### src/hw/uem_pkg.sv
/*
 Shared constants and carriers for the endpoint interrupt gating and
 session-request VBUS timing block: register offsets, field layouts,
 reset values and the endpoint event structs.
 Assumes a 12-bit APB byte address inside the controller window.
*/
// ==========================================================
// Package
package uem_pkg;
	// Register byte offsets
	localparam logic [11:0] UEM_OFS_IN_MASK = 12'h810;
	localparam logic [11:0] UEM_OFS_OUT_MASK = 12'h814;
	localparam logic [11:0] UEM_OFS_SUMMARY = 12'h818;
	localparam logic [11:0] UEM_OFS_SUM_GATE = 12'h81C;
	localparam logic [11:0] UEM_OFS_DISCH = 12'h828;
	localparam logic [11:0] UEM_OFS_PULSE = 12'h82C;
	localparam logic [11:0] UEM_OFS_CTRL = 12'h840;
	localparam logic [11:0] UEM_OFS_IRQ_STAT = 12'h844;
	localparam logic [11:0] UEM_OFS_IRQ_EN = 12'h848;
	localparam logic [11:0] UEM_OFS_IRQ_CLR = 12'h84C;
	// Writable bits of the two event masks, reserved bits clear
	localparam logic [6:0] UEM_IN_MASK_VALID = 7'h7B;
	localparam logic [4:0] UEM_OUT_MASK_VALID = 5'h1B;
	// Reset values
	localparam logic [15:0] UEM_DISCH_RESET = 16'h17D7;
	localparam logic [11:0] UEM_PULSE_RESET = 12'h5B8;
	// Field positions
	localparam int UEM_CTRL_START = 0;
	localparam int UEM_CTRL_BUSY = 1;
	localparam int UEM_IRQ_EP = 0;
	localparam int UEM_IRQ_SRP = 1;
	localparam int UEM_EP_COUNT = 16;
	// One duration unit is 1024 PHY clocks
	localparam int UEM_UNIT_CYCLES = 1024;
	localparam int UEM_PRE_W = $clog2(UEM_UNIT_CYCLES);
	localparam logic [UEM_PRE_W-1:0] UEM_PRE_MAX = UEM_PRE_W'(UEM_UNIT_CYCLES - 1);
	// IN endpoint events, laid out as the IN mask
	typedef struct packed {
		logic nak_eff;
		logic mismatch;
		logic fifo_empty;
		logic timeout;
		logic rsvd;
		logic ep_disabled;
		logic xfer_done;
	} uem_in_ev_type;
	// OUT endpoint events, laid out as the OUT mask
	typedef struct packed {
		logic ep_off;
		logic setup_done;
		logic rsvd;
		logic ep_disabled;
		logic xfer_done;
	} uem_out_ev_type;
	// Sequencer states, one-hot
	typedef enum logic [2:0] {
		UEM_IDLE = 3'h1,
		UEM_PULSE = 3'h2,
		UEM_DISCH = 3'h4
	} uem_srp_type;
endpackage

### src/hw/uem_ep_gate.sv
/*
 One endpoint's sticky event flags and its gated pending bit.
 Assumes event and clear inputs are one-cycle pulses on ref_clk.
*/
`timescale 1ns/1ns
// ==========================================================
// Endpoint gate
module uem_ep_gate #(
	parameter int W = 7
) (
	input wire logic ref_clk,
	input wire logic rst_n,
	input wire logic [W-1:0] ev,
	input wire logic [W-1:0] clr,
	input wire logic [W-1:0] mask,
	output logic pend
);
	logic [W-1:0] flags_reg; // Sticky event flags
	logic pend_reg; // Gated summary of this endpoint

	// Set wins over clear so no event is lost
	always_ff @(posedge ref_clk or negedge rst_n)
	begin
		if (!rst_n)
			flags_reg <= '0;
		else
			flags_reg <= (flags_reg & ~clr) | ev;
	end

	// Pending while any unmasked flag stands
	always_ff @(posedge ref_clk or negedge rst_n)
	begin
		if (!rst_n)
			pend_reg <= 1'b0;
		else
			pend_reg <= |(flags_reg & mask);
	end

	assign pend = pend_reg;
endmodule

### src/hw/uem_srp_timer.sv
/*
 Session-request VBUS sequencer: a pulse phase then a discharge phase,
 each lasting its programmed count of 1024-cycle units, a zero count running one unit.
 Assumes the PHY clock is ref_clk; durations are latched at start.
*/
`timescale 1ns/1ns
// ==========================================================
// SRP timer
module uem_srp_timer (
	input wire logic ref_clk,
	input wire logic rst_n,
	input wire logic start,
	input wire logic [11:0] pulse_units,
	input wire logic [15:0] disch_units,
	output logic pulse_out,
	output logic disch_out,
	output logic busy,
	output logic done
);
	uem_pkg::uem_srp_type state_reg; // Sequencer state
	logic [uem_pkg::UEM_PRE_W-1:0] pre_reg; // Cycles within a unit
	logic [15:0] units_reg; // Units done in this phase
	logic [11:0] pulse_lat_reg; // Latched pulse length
	logic [15:0] disch_lat_reg; // Latched discharge length
	logic pulse_reg;
	logic disch_reg;
	logic done_reg;
	logic [15:0] target; // Units for the current phase
	logic phase_end; // Last cycle of a phase
	logic go; // Start accepted

	assign go = start && (state_reg == uem_pkg::UEM_IDLE);
	assign target = (state_reg == uem_pkg::UEM_PULSE) ? {4'h0, pulse_lat_reg} : disch_lat_reg;
	// Zero length still runs one unit, avoiding a zero-cycle phase
	assign phase_end = (state_reg != uem_pkg::UEM_IDLE) && (pre_reg == uem_pkg::UEM_PRE_MAX)
		&& (({1'b0, units_reg} + 17'h00001) >= {1'b0, target});

	// Phase sequencing
	always_ff @(posedge ref_clk or negedge rst_n)
	begin
		if (!rst_n)
			state_reg <= uem_pkg::UEM_IDLE;
		else
		begin
			unique case (state_reg)
				uem_pkg::UEM_IDLE:
					if (go)
						state_reg <= uem_pkg::UEM_PULSE;
				uem_pkg::UEM_PULSE:
					if (phase_end)
						state_reg <= uem_pkg::UEM_DISCH;
				uem_pkg::UEM_DISCH:
					if (phase_end)
						state_reg <= uem_pkg::UEM_IDLE;
			endcase
		end
	end

	// Unit prescaler and unit counter, restarted per phase
	always_ff @(posedge ref_clk or negedge rst_n)
	begin
		if (!rst_n)
		begin
			pre_reg <= '0;
			units_reg <= 16'h0000;
		end
		else if (go || phase_end || state_reg == uem_pkg::UEM_IDLE)
		begin
			pre_reg <= '0;
			units_reg <= 16'h0000;
		end
		else
		begin
			pre_reg <= pre_reg + 1'b1;
			if (pre_reg == uem_pkg::UEM_PRE_MAX)
				units_reg <= units_reg + 16'h0001;
		end
	end

	// Durations latched so mid-run writes cannot warp a phase
	always_ff @(posedge ref_clk or negedge rst_n)
	begin
		if (!rst_n)
		begin
			pulse_lat_reg <= uem_pkg::UEM_PULSE_RESET;
			disch_lat_reg <= uem_pkg::UEM_DISCH_RESET;
		end
		else if (go)
		begin
			pulse_lat_reg <= pulse_units;
			disch_lat_reg <= disch_units;
		end
	end

	// Registered pin drives and completion pulse
	always_ff @(posedge ref_clk or negedge rst_n)
	begin
		if (!rst_n)
		begin
			pulse_reg <= 1'b0;
			disch_reg <= 1'b0;
			done_reg <= 1'b0;
		end
		else
		begin
			pulse_reg <= go || (pulse_reg && !phase_end);
			disch_reg <= (pulse_reg && phase_end) || (disch_reg && !phase_end);
			done_reg <= disch_reg && phase_end;
		end
	end

	assign pulse_out = pulse_reg;
	assign disch_out = disch_reg;
	assign busy = (state_reg != uem_pkg::UEM_IDLE);
	assign done = done_reg;

	// ==========================================================
	// Checks
	logic [27:0] len_reg; // Cycles spent in the current phase
	logic [27:0] pulse_exp;
	logic [27:0] disch_exp;
	logic [15:0] pulse_eff; // Pulse units, zero taken as one
	logic [15:0] disch_eff; // Discharge units, zero taken as one
	assign pulse_eff = (pulse_lat_reg == 12'h000) ? 16'h0001 : {4'h0, pulse_lat_reg};
	assign disch_eff = (disch_lat_reg == 16'h0000) ? 16'h0001 : disch_lat_reg;
	// Count starts at zero, so the last cycle reads units*1024 - 1
	assign pulse_exp = {2'h0, pulse_eff, 10'h000} - 28'h0000001;
	assign disch_exp = {2'h0, disch_eff, 10'h000} - 28'h0000001;
	always_ff @(posedge ref_clk or negedge rst_n)
	begin
		if (!rst_n)
			len_reg <= 28'h0000000;
		else if (go || phase_end)
			len_reg <= 28'h0000000;
		else
			len_reg <= len_reg + 28'h0000001;
	end
endmodule

### src/hw/uem_top.sv
/*
 Device endpoint interrupt gating and SRP VBUS timing, APB slave.
 Holds the IN and OUT event masks, the endpoint summary and its gate,
 the two VBUS duration registers and a small interrupt block.
 Assumes APB3 from a master on ref_clk and endpoint events as pulses.
*/
`timescale 1ns/1ns
// ==========================================================
// Top
module uem_top (
	input wire logic ref_clk,
	input wire logic rst_n,
	input wire logic [11:0] paddr,
	input wire logic psel,
	input wire logic penable,
	input wire logic pwrite,
	input wire logic [31:0] pwdata,
	output logic [31:0] prdata,
	output logic pready,
	output logic pslverr,
	input wire uem_pkg::uem_in_ev_type [15:0] in_ev,
	input wire uem_pkg::uem_in_ev_type [15:0] in_clr,
	input wire uem_pkg::uem_out_ev_type [15:0] out_ev,
	input wire uem_pkg::uem_out_ev_type [15:0] out_clr,
	output logic vbus_pulse,
	output logic vbus_discharge,
	output logic irq
);
	// ==========================================================
	// Declarations
	logic [6:0] in_mask_reg; // IN event mask
	logic [4:0] out_mask_reg; // OUT event mask
	logic [31:0] gate_reg; // Endpoint summary gate
	logic [15:0] disch_reg; // Discharge duration units
	logic [11:0] pulse_reg; // Pulse duration units
	logic [1:0] irq_stat_reg; // Sticky interrupt status
	logic [1:0] irq_en_reg; // Interrupt enables
	logic irq_reg; // Interrupt line
	logic [31:0] prdata_reg; // Read data, captured in setup
	logic pready_reg; // Access-phase answer
	logic pslverr_reg; // Unmapped address answer
	logic [15:0] in_pend; // Per IN endpoint pending
	logic [15:0] out_pend; // Per OUT endpoint pending
	logic [31:0] summary; // Pending summary word
	logic ep_irq; // Any gated endpoint pending
	logic setup; // APB setup cycle
	logic wr_en; // Write takes effect
	logic hit; // Address is mapped
	logic [31:0] rd_word; // Read mux
	logic srp_start; // Start strobe
	logic srp_busy;
	logic srp_done;
	logic vb_pulse;
	logic vb_disch;

	assign setup = psel && !penable;
	// Writes land only at the edge where pready is seen high
	assign wr_en = psel && penable && pready_reg && pwrite && !pslverr_reg;

	// ==========================================================
	// Endpoint gating
	genvar g;
	generate
		for (g = 0; g < uem_pkg::UEM_EP_COUNT; g = g + 1)
		begin : gen_ep
			// IN endpoint g gated by the IN mask
			uem_ep_gate #(
				.W(7)
			) u_in (
				.ref_clk(ref_clk),
				.rst_n(rst_n),
				.ev(in_ev[g]),
				.clr(in_clr[g]),
				.mask(in_mask_reg),
				.pend(in_pend[g])
			);
			// OUT endpoint g gated by the OUT mask
			uem_ep_gate #(
				.W(5)
			) u_out (
				.ref_clk(ref_clk),
				.rst_n(rst_n),
				.ev(out_ev[g]),
				.clr(out_clr[g]),
				.mask(out_mask_reg),
				.pend(out_pend[g])
			);
		end
	endgenerate

	// Summary halves: IN low, OUT high
	assign summary = {out_pend, in_pend};
	// Controller interrupt needs the summary bit unmasked too
	assign ep_irq = |(summary & gate_reg);

	// ==========================================================
	// SRP sequencer
	assign srp_start = wr_en && (paddr == uem_pkg::UEM_OFS_CTRL)
		&& pwdata[uem_pkg::UEM_CTRL_START];

	uem_srp_timer u_srp (
		.ref_clk(ref_clk),
		.rst_n(rst_n),
		.start(srp_start),
		.pulse_units(pulse_reg),
		.disch_units(disch_reg),
		.pulse_out(vb_pulse),
		.disch_out(vb_disch),
		.busy(srp_busy),
		.done(srp_done)
	);

	assign vbus_pulse = vb_pulse;
	assign vbus_discharge = vb_disch;

	// ==========================================================
	// Address decode and read mux
	always_comb
	begin
		hit = 1'b1;
		rd_word = 32'h00000000;
		unique case (paddr)
			uem_pkg::UEM_OFS_IN_MASK:
				rd_word = {25'h0000000, in_mask_reg};
			uem_pkg::UEM_OFS_OUT_MASK:
				rd_word = {27'h0000000, out_mask_reg};
			uem_pkg::UEM_OFS_SUMMARY:
				rd_word = summary;
			uem_pkg::UEM_OFS_SUM_GATE:
				rd_word = gate_reg;
			uem_pkg::UEM_OFS_DISCH:
				rd_word = {16'h0000, disch_reg};
			uem_pkg::UEM_OFS_PULSE:
				rd_word = {20'h00000, pulse_reg};
			uem_pkg::UEM_OFS_CTRL:
				rd_word = {30'h00000000, srp_busy, 1'b0};
			uem_pkg::UEM_OFS_IRQ_STAT:
				rd_word = {30'h00000000, irq_stat_reg};
			uem_pkg::UEM_OFS_IRQ_EN:
				rd_word = {30'h00000000, irq_en_reg};
			// Clear register is write-only, reads zero
			uem_pkg::UEM_OFS_IRQ_CLR:
				rd_word = 32'h00000000;
			default:
				hit = 1'b0;
		endcase
	end

	// ==========================================================
	// APB answer: no wait state, answer in first access cycle
	always_ff @(posedge ref_clk or negedge rst_n)
	begin
		if (!rst_n)
		begin
			pready_reg <= 1'b0;
			pslverr_reg <= 1'b0;
			prdata_reg <= 32'h00000000;
		end
		else if (setup)
		begin
			// Captured in setup so the answer is a flop
			pready_reg <= 1'b1;
			pslverr_reg <= !hit;
			prdata_reg <= hit ? rd_word : 32'h00000000;
		end
		else
		begin
			pready_reg <= 1'b0;
			pslverr_reg <= 1'b0;
		end
	end

	assign pready = pready_reg;
	assign pslverr = pslverr_reg;
	assign prdata = prdata_reg;

	// ==========================================================
	// Event masks, reserved bits held at zero
	always_ff @(posedge ref_clk or negedge rst_n)
	begin
		if (!rst_n)
		begin
			in_mask_reg <= 7'h00;
			out_mask_reg <= 5'h00;
		end
		else if (wr_en)
		begin
			if (paddr == uem_pkg::UEM_OFS_IN_MASK)
				in_mask_reg <= pwdata[6:0] & uem_pkg::UEM_IN_MASK_VALID;
			if (paddr == uem_pkg::UEM_OFS_OUT_MASK)
				out_mask_reg <= pwdata[4:0] & uem_pkg::UEM_OUT_MASK_VALID;
		end
	end

	// Summary gate, both halves writable
	always_ff @(posedge ref_clk or negedge rst_n)
	begin
		if (!rst_n)
			gate_reg <= 32'h00000000;
		else if (wr_en && paddr == uem_pkg::UEM_OFS_SUM_GATE)
			gate_reg <= pwdata;
	end

	// VBUS durations, read at the next session start
	always_ff @(posedge ref_clk or negedge rst_n)
	begin
		if (!rst_n)
		begin
			disch_reg <= uem_pkg::UEM_DISCH_RESET;
			pulse_reg <= uem_pkg::UEM_PULSE_RESET;
		end
		else if (wr_en)
		begin
			if (paddr == uem_pkg::UEM_OFS_DISCH)
				disch_reg <= pwdata[15:0];
			if (paddr == uem_pkg::UEM_OFS_PULSE)
				pulse_reg <= pwdata[11:0];
		end
	end

	// ==========================================================
	// Interrupt block
	logic [1:0] irq_set; // Events this cycle
	logic [1:0] irq_clr; // Software clear this cycle
	assign irq_set = {srp_done, ep_irq};
	assign irq_clr = (wr_en && paddr == uem_pkg::UEM_OFS_IRQ_CLR) ? pwdata[1:0] : 2'h0;

	// Sticky status, set wins over a same-cycle clear
	always_ff @(posedge ref_clk or negedge rst_n)
	begin
		if (!rst_n)
			irq_stat_reg <= 2'h0;
		else
			irq_stat_reg <= (irq_stat_reg & ~irq_clr) | irq_set;
	end

	// Enables
	always_ff @(posedge ref_clk or negedge rst_n)
	begin
		if (!rst_n)
			irq_en_reg <= 2'h0;
		else if (wr_en && paddr == uem_pkg::UEM_OFS_IRQ_EN)
			irq_en_reg <= pwdata[1:0];
	end

	// Level interrupt line, one cycle behind status
	always_ff @(posedge ref_clk or negedge rst_n)
	begin
		if (!rst_n)
			irq_reg <= 1'b0;
		else
			irq_reg <= |(irq_stat_reg & irq_en_reg);
	end

	assign irq = irq_reg;
endmodule

### config.mk
export PLATFORM = sky130hd
export DESIGN_NAME = uem_top
export DESIGN_NICKNAME = d
export VERILOG_FILES = /design/src/hw/uem_pkg.sv /design/src/hw/uem_ep_gate.sv /design/src/hw/uem_srp_timer.sv /design/src/hw/uem_top.sv
export SDC_FILE = /design/constraint.sdc
export NUM_CORES = 1
export LEC_CHECK = 0
export ABC_CLOCK_PERIOD_IN_PS = 4300
export BUFFER_PORTS_ARGS = -buffer_cell sky130_fd_sc_hd__buf_4
export CORE_UTILIZATION = 40
export DETAILED_ROUTE_END_ITERATION = 8
export GPL_TIMING_DRIVEN = 0
export PLACE_DENSITY_LB_ADDON = 0.2
export SYNTH_ARGS = -nofsm -noshare
export SYNTH_HDL_FRONTEND = slang
export SYNTH_SLANG_ARGS = --single-unit
### constraint.sdc
create_clock -name ref_clk -period 4.3 [get_ports ref_clk]
set_input_delay 0.43 -clock ref_clk [delete_from_list [all_inputs] [get_ports ref_clk]]
set_output_delay 0.43 -clock ref_clk [all_outputs]
set_load 0.1 [all_outputs]
# Yosys cells after proc, flatten, opt, wreduce, memory -nomap -nowiden
# Cells that the tools add are included.
totals:
  reg_bits: 393
  out_inout_bits: 37
  elab_cells: 318
classes:
  add_sub_neg: 3
  order_cmp: 1
  eq_ne: 18
  mux: 14
  bitwise: 133
  n_reduce_logical: 66
op_table:
  columns: ["cell", "n"]
  rows:
  - ["$pmux 32 s9", 1]
  - ["$and 7x7->7", 32]
  - ["$and 5x5->5", 32]
  - ["$eq 12x12->1 const B", 10]
  - ["$not 7->7", 16]
  - ["$or 7x7->7", 16]
  - ["$reduce_or 7->1", 16]
  - ["$not 5->5", 16]
  - ["$or 5x5->5", 16]
  - ["$reduce_or 5->1", 16]
  - ["$mux 16", 3]
  - ["$and 32x32->32", 1]
  - ["$mux 32", 1]
  - ["$reduce_or 32->1", 1]
  - ["$add 16x1->17 const B", 1]
  - ["$ge 17x16->1", 1]
  - ["$logic_and 1x1->1", 17]
  - ["$add 16x1->16 const B", 1]
  - ["$add 10x1->10 const B", 1]
  - ["$eq 10x10->1 const B", 1]
  - ["$mux 10", 1]
  - ["$reduce_or 10->1", 1]
  - ["$mux 3", 3]
  - ["$pmux 3 s3", 1]
  - ["16 further kinds", 30]

# Longest topological paths before layout
depth:
  depth_word: 10
  mapped_depth: 13
  ltp_nobuf: 13

# Hierarchy
# From an unflattened synthesis, not the netlist that was laid out.
hier_totals:
  hier_cells: 1448
  area_unflattened_um2: 17113.9
by_module_without_submodules:
  columns: ["mod", "instances", "cells_per_inst", "area_each_um2", "seq_area_each_um2"]
  rows:
  - ["uem_top", 1, 422, 5139.9, 2747.6]
  - ["uem_ep_gate (gen_ep[0].u_in ...)", 16, 26, 309.0, 200.2]
  - ["uem_ep_gate (gen_ep[0].u_out ...)", 16, 19, 227.7, 150.1]
  - ["uem_srp_timer", 1, 306, 3385.7, 1522.7]

# Worst setup path before layout
# OpenSTA, ideal clock, no wires.
synth_path:
  path_kind: "reg2reg"
  startpoint: "register u_srp.units_reg[0]"
  endpoint: "register u_srp.units_reg[12]"
  arrival_ns: 3.107
  required_time_ns: 4.235
  slack_ns: 1.128
  path_stages_with_launch: 14
  path_buffers: 0
  path_cell_list: "dfrtp_1 ha_1 nand2_1 or2_2 nand2b_1 and2_1 or2_2 ha_1 nand2_1 nor3_1 a211o_1 or4b_1 o21bai_1 nand2_1"
synth_via:
  elab_chain_len: 6
  elab_cells_between_ends: 9
  cone_classes: "add/sub (2); order compare (1); mux (2); reduce/logical (4)"
synth_rtl:
  columns: ["element", "line_no", "text"]
  rows:
  - ["start: declaration", "uem_srp_timer.sv:22", "logic [15:0] units_reg;"]
  - ["start signal: assignment", "uem_srp_timer.sv:76", "units_reg <= units_reg + 16'h0001;"]
  - ["$add 16x1->17", "uem_srp_timer.sv:36", "&& (({1'b0, units_reg} + 17'h00001) >= {1'b0, target});"]
  - ["$ge 17x16->1", "uem_srp_timer.sv:36", null]
  - ["$logic_and 1x1->1", "uem_srp_timer.sv:36", null]
  - ["$logic_or 1x1->1 (2 in series)", "uem_srp_timer.sv:67", "else if (go || phase_end || state_reg == uem_pkg::UEM_IDLE)"]
  - ["$mux 16 / $reduce_bool 2->1 (equally long branches)", null, null]
# Parallel ways exist; a longest one is shown, timed or not. The select of a mux whose other input is x is not followed.
# A chain may end at the register's enable or synchronous reset.

# Final worst setup path
layout_path:
  startpoint: "register u_srp.units_reg[0]"
  endpoint: "register u_srp.pre_reg[4] in the netlist's numbering"
layout_via:
  elab_chain_len: 6
layout_rtl:
  columns: ["element", "line_no", "text"]
  rows:
  - ["$add 16x1->17", "uem_srp_timer.sv:36", null]
  - ["$ge 17x16->1", "uem_srp_timer.sv:36", null]
  - ["$logic_and 1x1->1", "uem_srp_timer.sv:36", null]
  - ["$logic_or 1x1->1 (2 in series)", "uem_srp_timer.sv:67", null]
  - ["$mux 10", "uem_srp_timer.sv:67", null]
  - ["end signal: assignment", "uem_srp_timer.sv:74", "pre_reg <= pre_reg + 1'b1;"]
  - ["end: declaration", "uem_srp_timer.sv:21", "logic [uem_pkg::UEM_PRE_W-1:0] pre_reg;"]
# No other way between the ends.

==> flow_summary.yaml <==
run_status:
  status: "finished, final reports clean"
power:
  max-vdd-ir-drop_v: 0.000274
  power_w: 0.00819
  leakage_nw: 10.6
  p_per_area_nw_per_um2: 396
route:
  wl_mm: 47.6
  first_pass_iters: 5
  drt-initial-drc-count: 665
  viasPerCell: 5.18
  avgRoutedWirePerCell_um: 20.4
  ant_nets: 0
  drc: 0
  vias: 12100
timing:
  setup-violations-final: 0
  fin_ws_ns: 0.615
  skew_ns: 0.0172
  drv_slew: 0
  whs_ns: 0.0641
  max-slew-margin-rel_pct: 38.4
  hold_viol_final: 0
  max_freq_mhz: 271
  rsz0062_at_grt: "no"
  fin_crit_sh_pct: 85.7
  min_period_ns: 3.69
  tightest_slew_ns: 0.924
synth:
  synthFlopType: "dfrtp_1"
  async_flop_share_pct: 100
  synth_cell_types: 58
  synth_fp_nets: 1788
  ys_seq_elements: 361
  synth-seq-area-share_pct: 58.5
  synth-edff-count: 0
  netlist_instances: 1337
  yosysWarnings: 0
  synth_area_um2: 15500
  postSynthAreaPerCell_um2: 11.6
placement:
  io_buffers: 405
  dp_hpwl_mm: 37.1
  dp_slack_ns: 0.577
  gp_congestion: 0.879
  place_inst: 2256
min_path:
  min_path_cells: 2
  hp-class: "in -> reg"
floorplanning:
  die_w_um: 199
  row_count: 71
  core_area_um2: 37900
  start_util_pct: 40.9
  pin_count: 470
  die-area_um2: 39600
  die_h_um: 199
setup_path:
  critPathBufInv: 0
  crit_type: "reg -> reg"
  start_kind: "register"
  cp-end-kind: "register"
  critPathSlowestCell: "o31ai_1"
  critPathMaxFanout: 7
  cp.arrival_ns: 4.14
  path_depth: 13
  r2r_cells: 13
  crit_path_max_incr_delay_ns: 0.52
  path_cells: "ha_1 > nand2_1 > or2_2 > nand2b_1 > nor2_1 > xor2_1 > ha_1 > a21o_1 > a21o_1 > a211o_1 > o31ai_1 > o21ai_1 > nor2_1"
  required_ns: 4.76
  cp_top_family: "compound AO/OA/AOI/OAI gates"
global_routing:
  antenna_found_initial: 2
  grt_remaining_overflow: 0
  grt_pass1_vias: 12700
  grtUsageTotal_pct: 24.4
  grt_start_max_net_pins: 118
  grt_first_pass_wirelength_mm: 72.2
final_layout:
  areaGrowthSynthToFinish_pct: 33.2
  final_common_cell: "buf_4"
  final_cell_mix: "buf_4, dfrtp_1, a21o_1"
  largest_reg_flops: 96
  fin_util_pct: 54.5
  final.fill_count: 3408
  nNetsFinal: 2239
  drive_above_1_share_pct: 33.8
  final_cells: 2331
clock_tree:
  clockBufferDepth: 3
  cts_root_buf: "clkbuf_16"
  h-tree-depth: 2
  post_cts_buffers: 0
  cts_resized: 0
  cts_tree: "done"
  cts_sinks: 361
  cts-buffers-inserted: 40
  clk_pin_slew_worst_paths_ns: 0.06
  worstSkewPairLatency_ns: 0.54
job:
  drv_cap: 0
[stage by stage]
stage	instance area (µm²)	setup TNS (ns)
2_1_floorplan	15500	0
3_3_place_gp	19200	-221.68
3_5_place_dp	19300	0
4_1_cts	20700	0
5_1_grt	20700	0
6_report	20700	0
[cells by family after synthesis]
family | share of synthesized area (%)
compound gates | 18.2
xor+xnor | 0.960
fa+ha+maj | 1.45
buf+inv | 5.49
flops | 58.5
mux | 8.17
simple gates | 7.20
[Yosys cell counts (2+ instances only)]
cell      count  area share, %
inv_1       165            4.0
mux2_1       19            1.4
nand4_1       9           0.36
or3_1         2          0.081
mux2i_1      13           0.84
a21o_1      167            8.1
a22oi_1     117            5.7
or4_1         2          0.097
dfrtp_1     328             53
nor3_1        7           0.23
nor2_1       72            1.7
a22o_1        6           0.34
mux2_2       82            6.0
nand2b_1      8           0.32
buf_6         3           0.22
o21ai_0       4           0.13
nor4_1        3           0.12
dfstp_2      33            5.6
ha_1         18            1.5
xnor2_1       9           0.51
buf_1         5           0.12
buf_2        11           0.35
nand3_1      33            1.1
nand2_1      61            1.5
a221oi_1      6           0.34
xor2_1        8           0.45
o31ai_1       2          0.097
clkbuf_1     30           0.73
and3_1        5           0.20
nor2b_1       7           0.28
o21bai_1      3           0.15
a32o_1       10           0.65
nor4_4        2           0.27
and2_1        3           0.12
a21oi_1      31            1.0
or2_2         4           0.16
nor3b_1       2          0.097
o22ai_1       2          0.081
a31oi_1      19           0.77
a222oi_1      8           0.52
[where the power goes]
group / internal [W] / total, W / leakage, nW / switching, W
Combinational: 0.000401 / 0.000967 / 5.60 / 0.000566
Clock: 0.00215 / 0.00353 / 0.671 / 0.00138
Sequential: 0.00357 / 0.00369 / 4.32 / 0.000120
[what timing repair did]
action | 4_1_cts | 5_1_grt
endpoints found under the hold margin | 42 | 0
hold buffers | 1 | 0
setup endpoints to repair | 0 | 0
[metal layers]
layer / global-route usage, % / wire length, µm / vias to the layer above
met5: 0 / 0 / -
met4: 8.49 / 1600 / 0
met3: 4.83 / 2930 / 86
met2: 42.1 / 23800 / 372
met1: 30.5 / 19300 / 6009
li1: - / - / 5610
[layout make-up]
type,instances,area [µm²],share of cell area [%]
sequential,361,9070,43.9
antenna,2,5.00,0.0242
tap,511,639,3.10
clock inverter,12,171,0.830
timing repair buffer,409,3140,15.2
clock buffer,60,1190,5.75
multi-input combinational,760,5590,27.0
inverter,165,619,3.00
buffer,51,233,1.13
[worst paths after layout]
kind	slack (ns)	to	startpoint
worst max-delay path	0.61	u_srp.pre_reg[4]	u_srp.units_reg[0]
worst min-delay path	0.06	gen_ep[9].u_out.flags_reg[0]	out_ev[45]
worst max register to register	0.61	u_srp.pre_reg[4]	u_srp.units_reg[0]
worst min register to register	0.46	u_srp.pre_reg[0]	u_srp.pre_reg[0]
max in group asynchronous	2.63	gen_ep[11].u_out.flags_reg[3]	rst_n
min in group asynchronous	0.39	gen_ep[6].u_in.flags_reg[4]	rst_n
No activity file was read; power rests on OpenSTA's default activity.
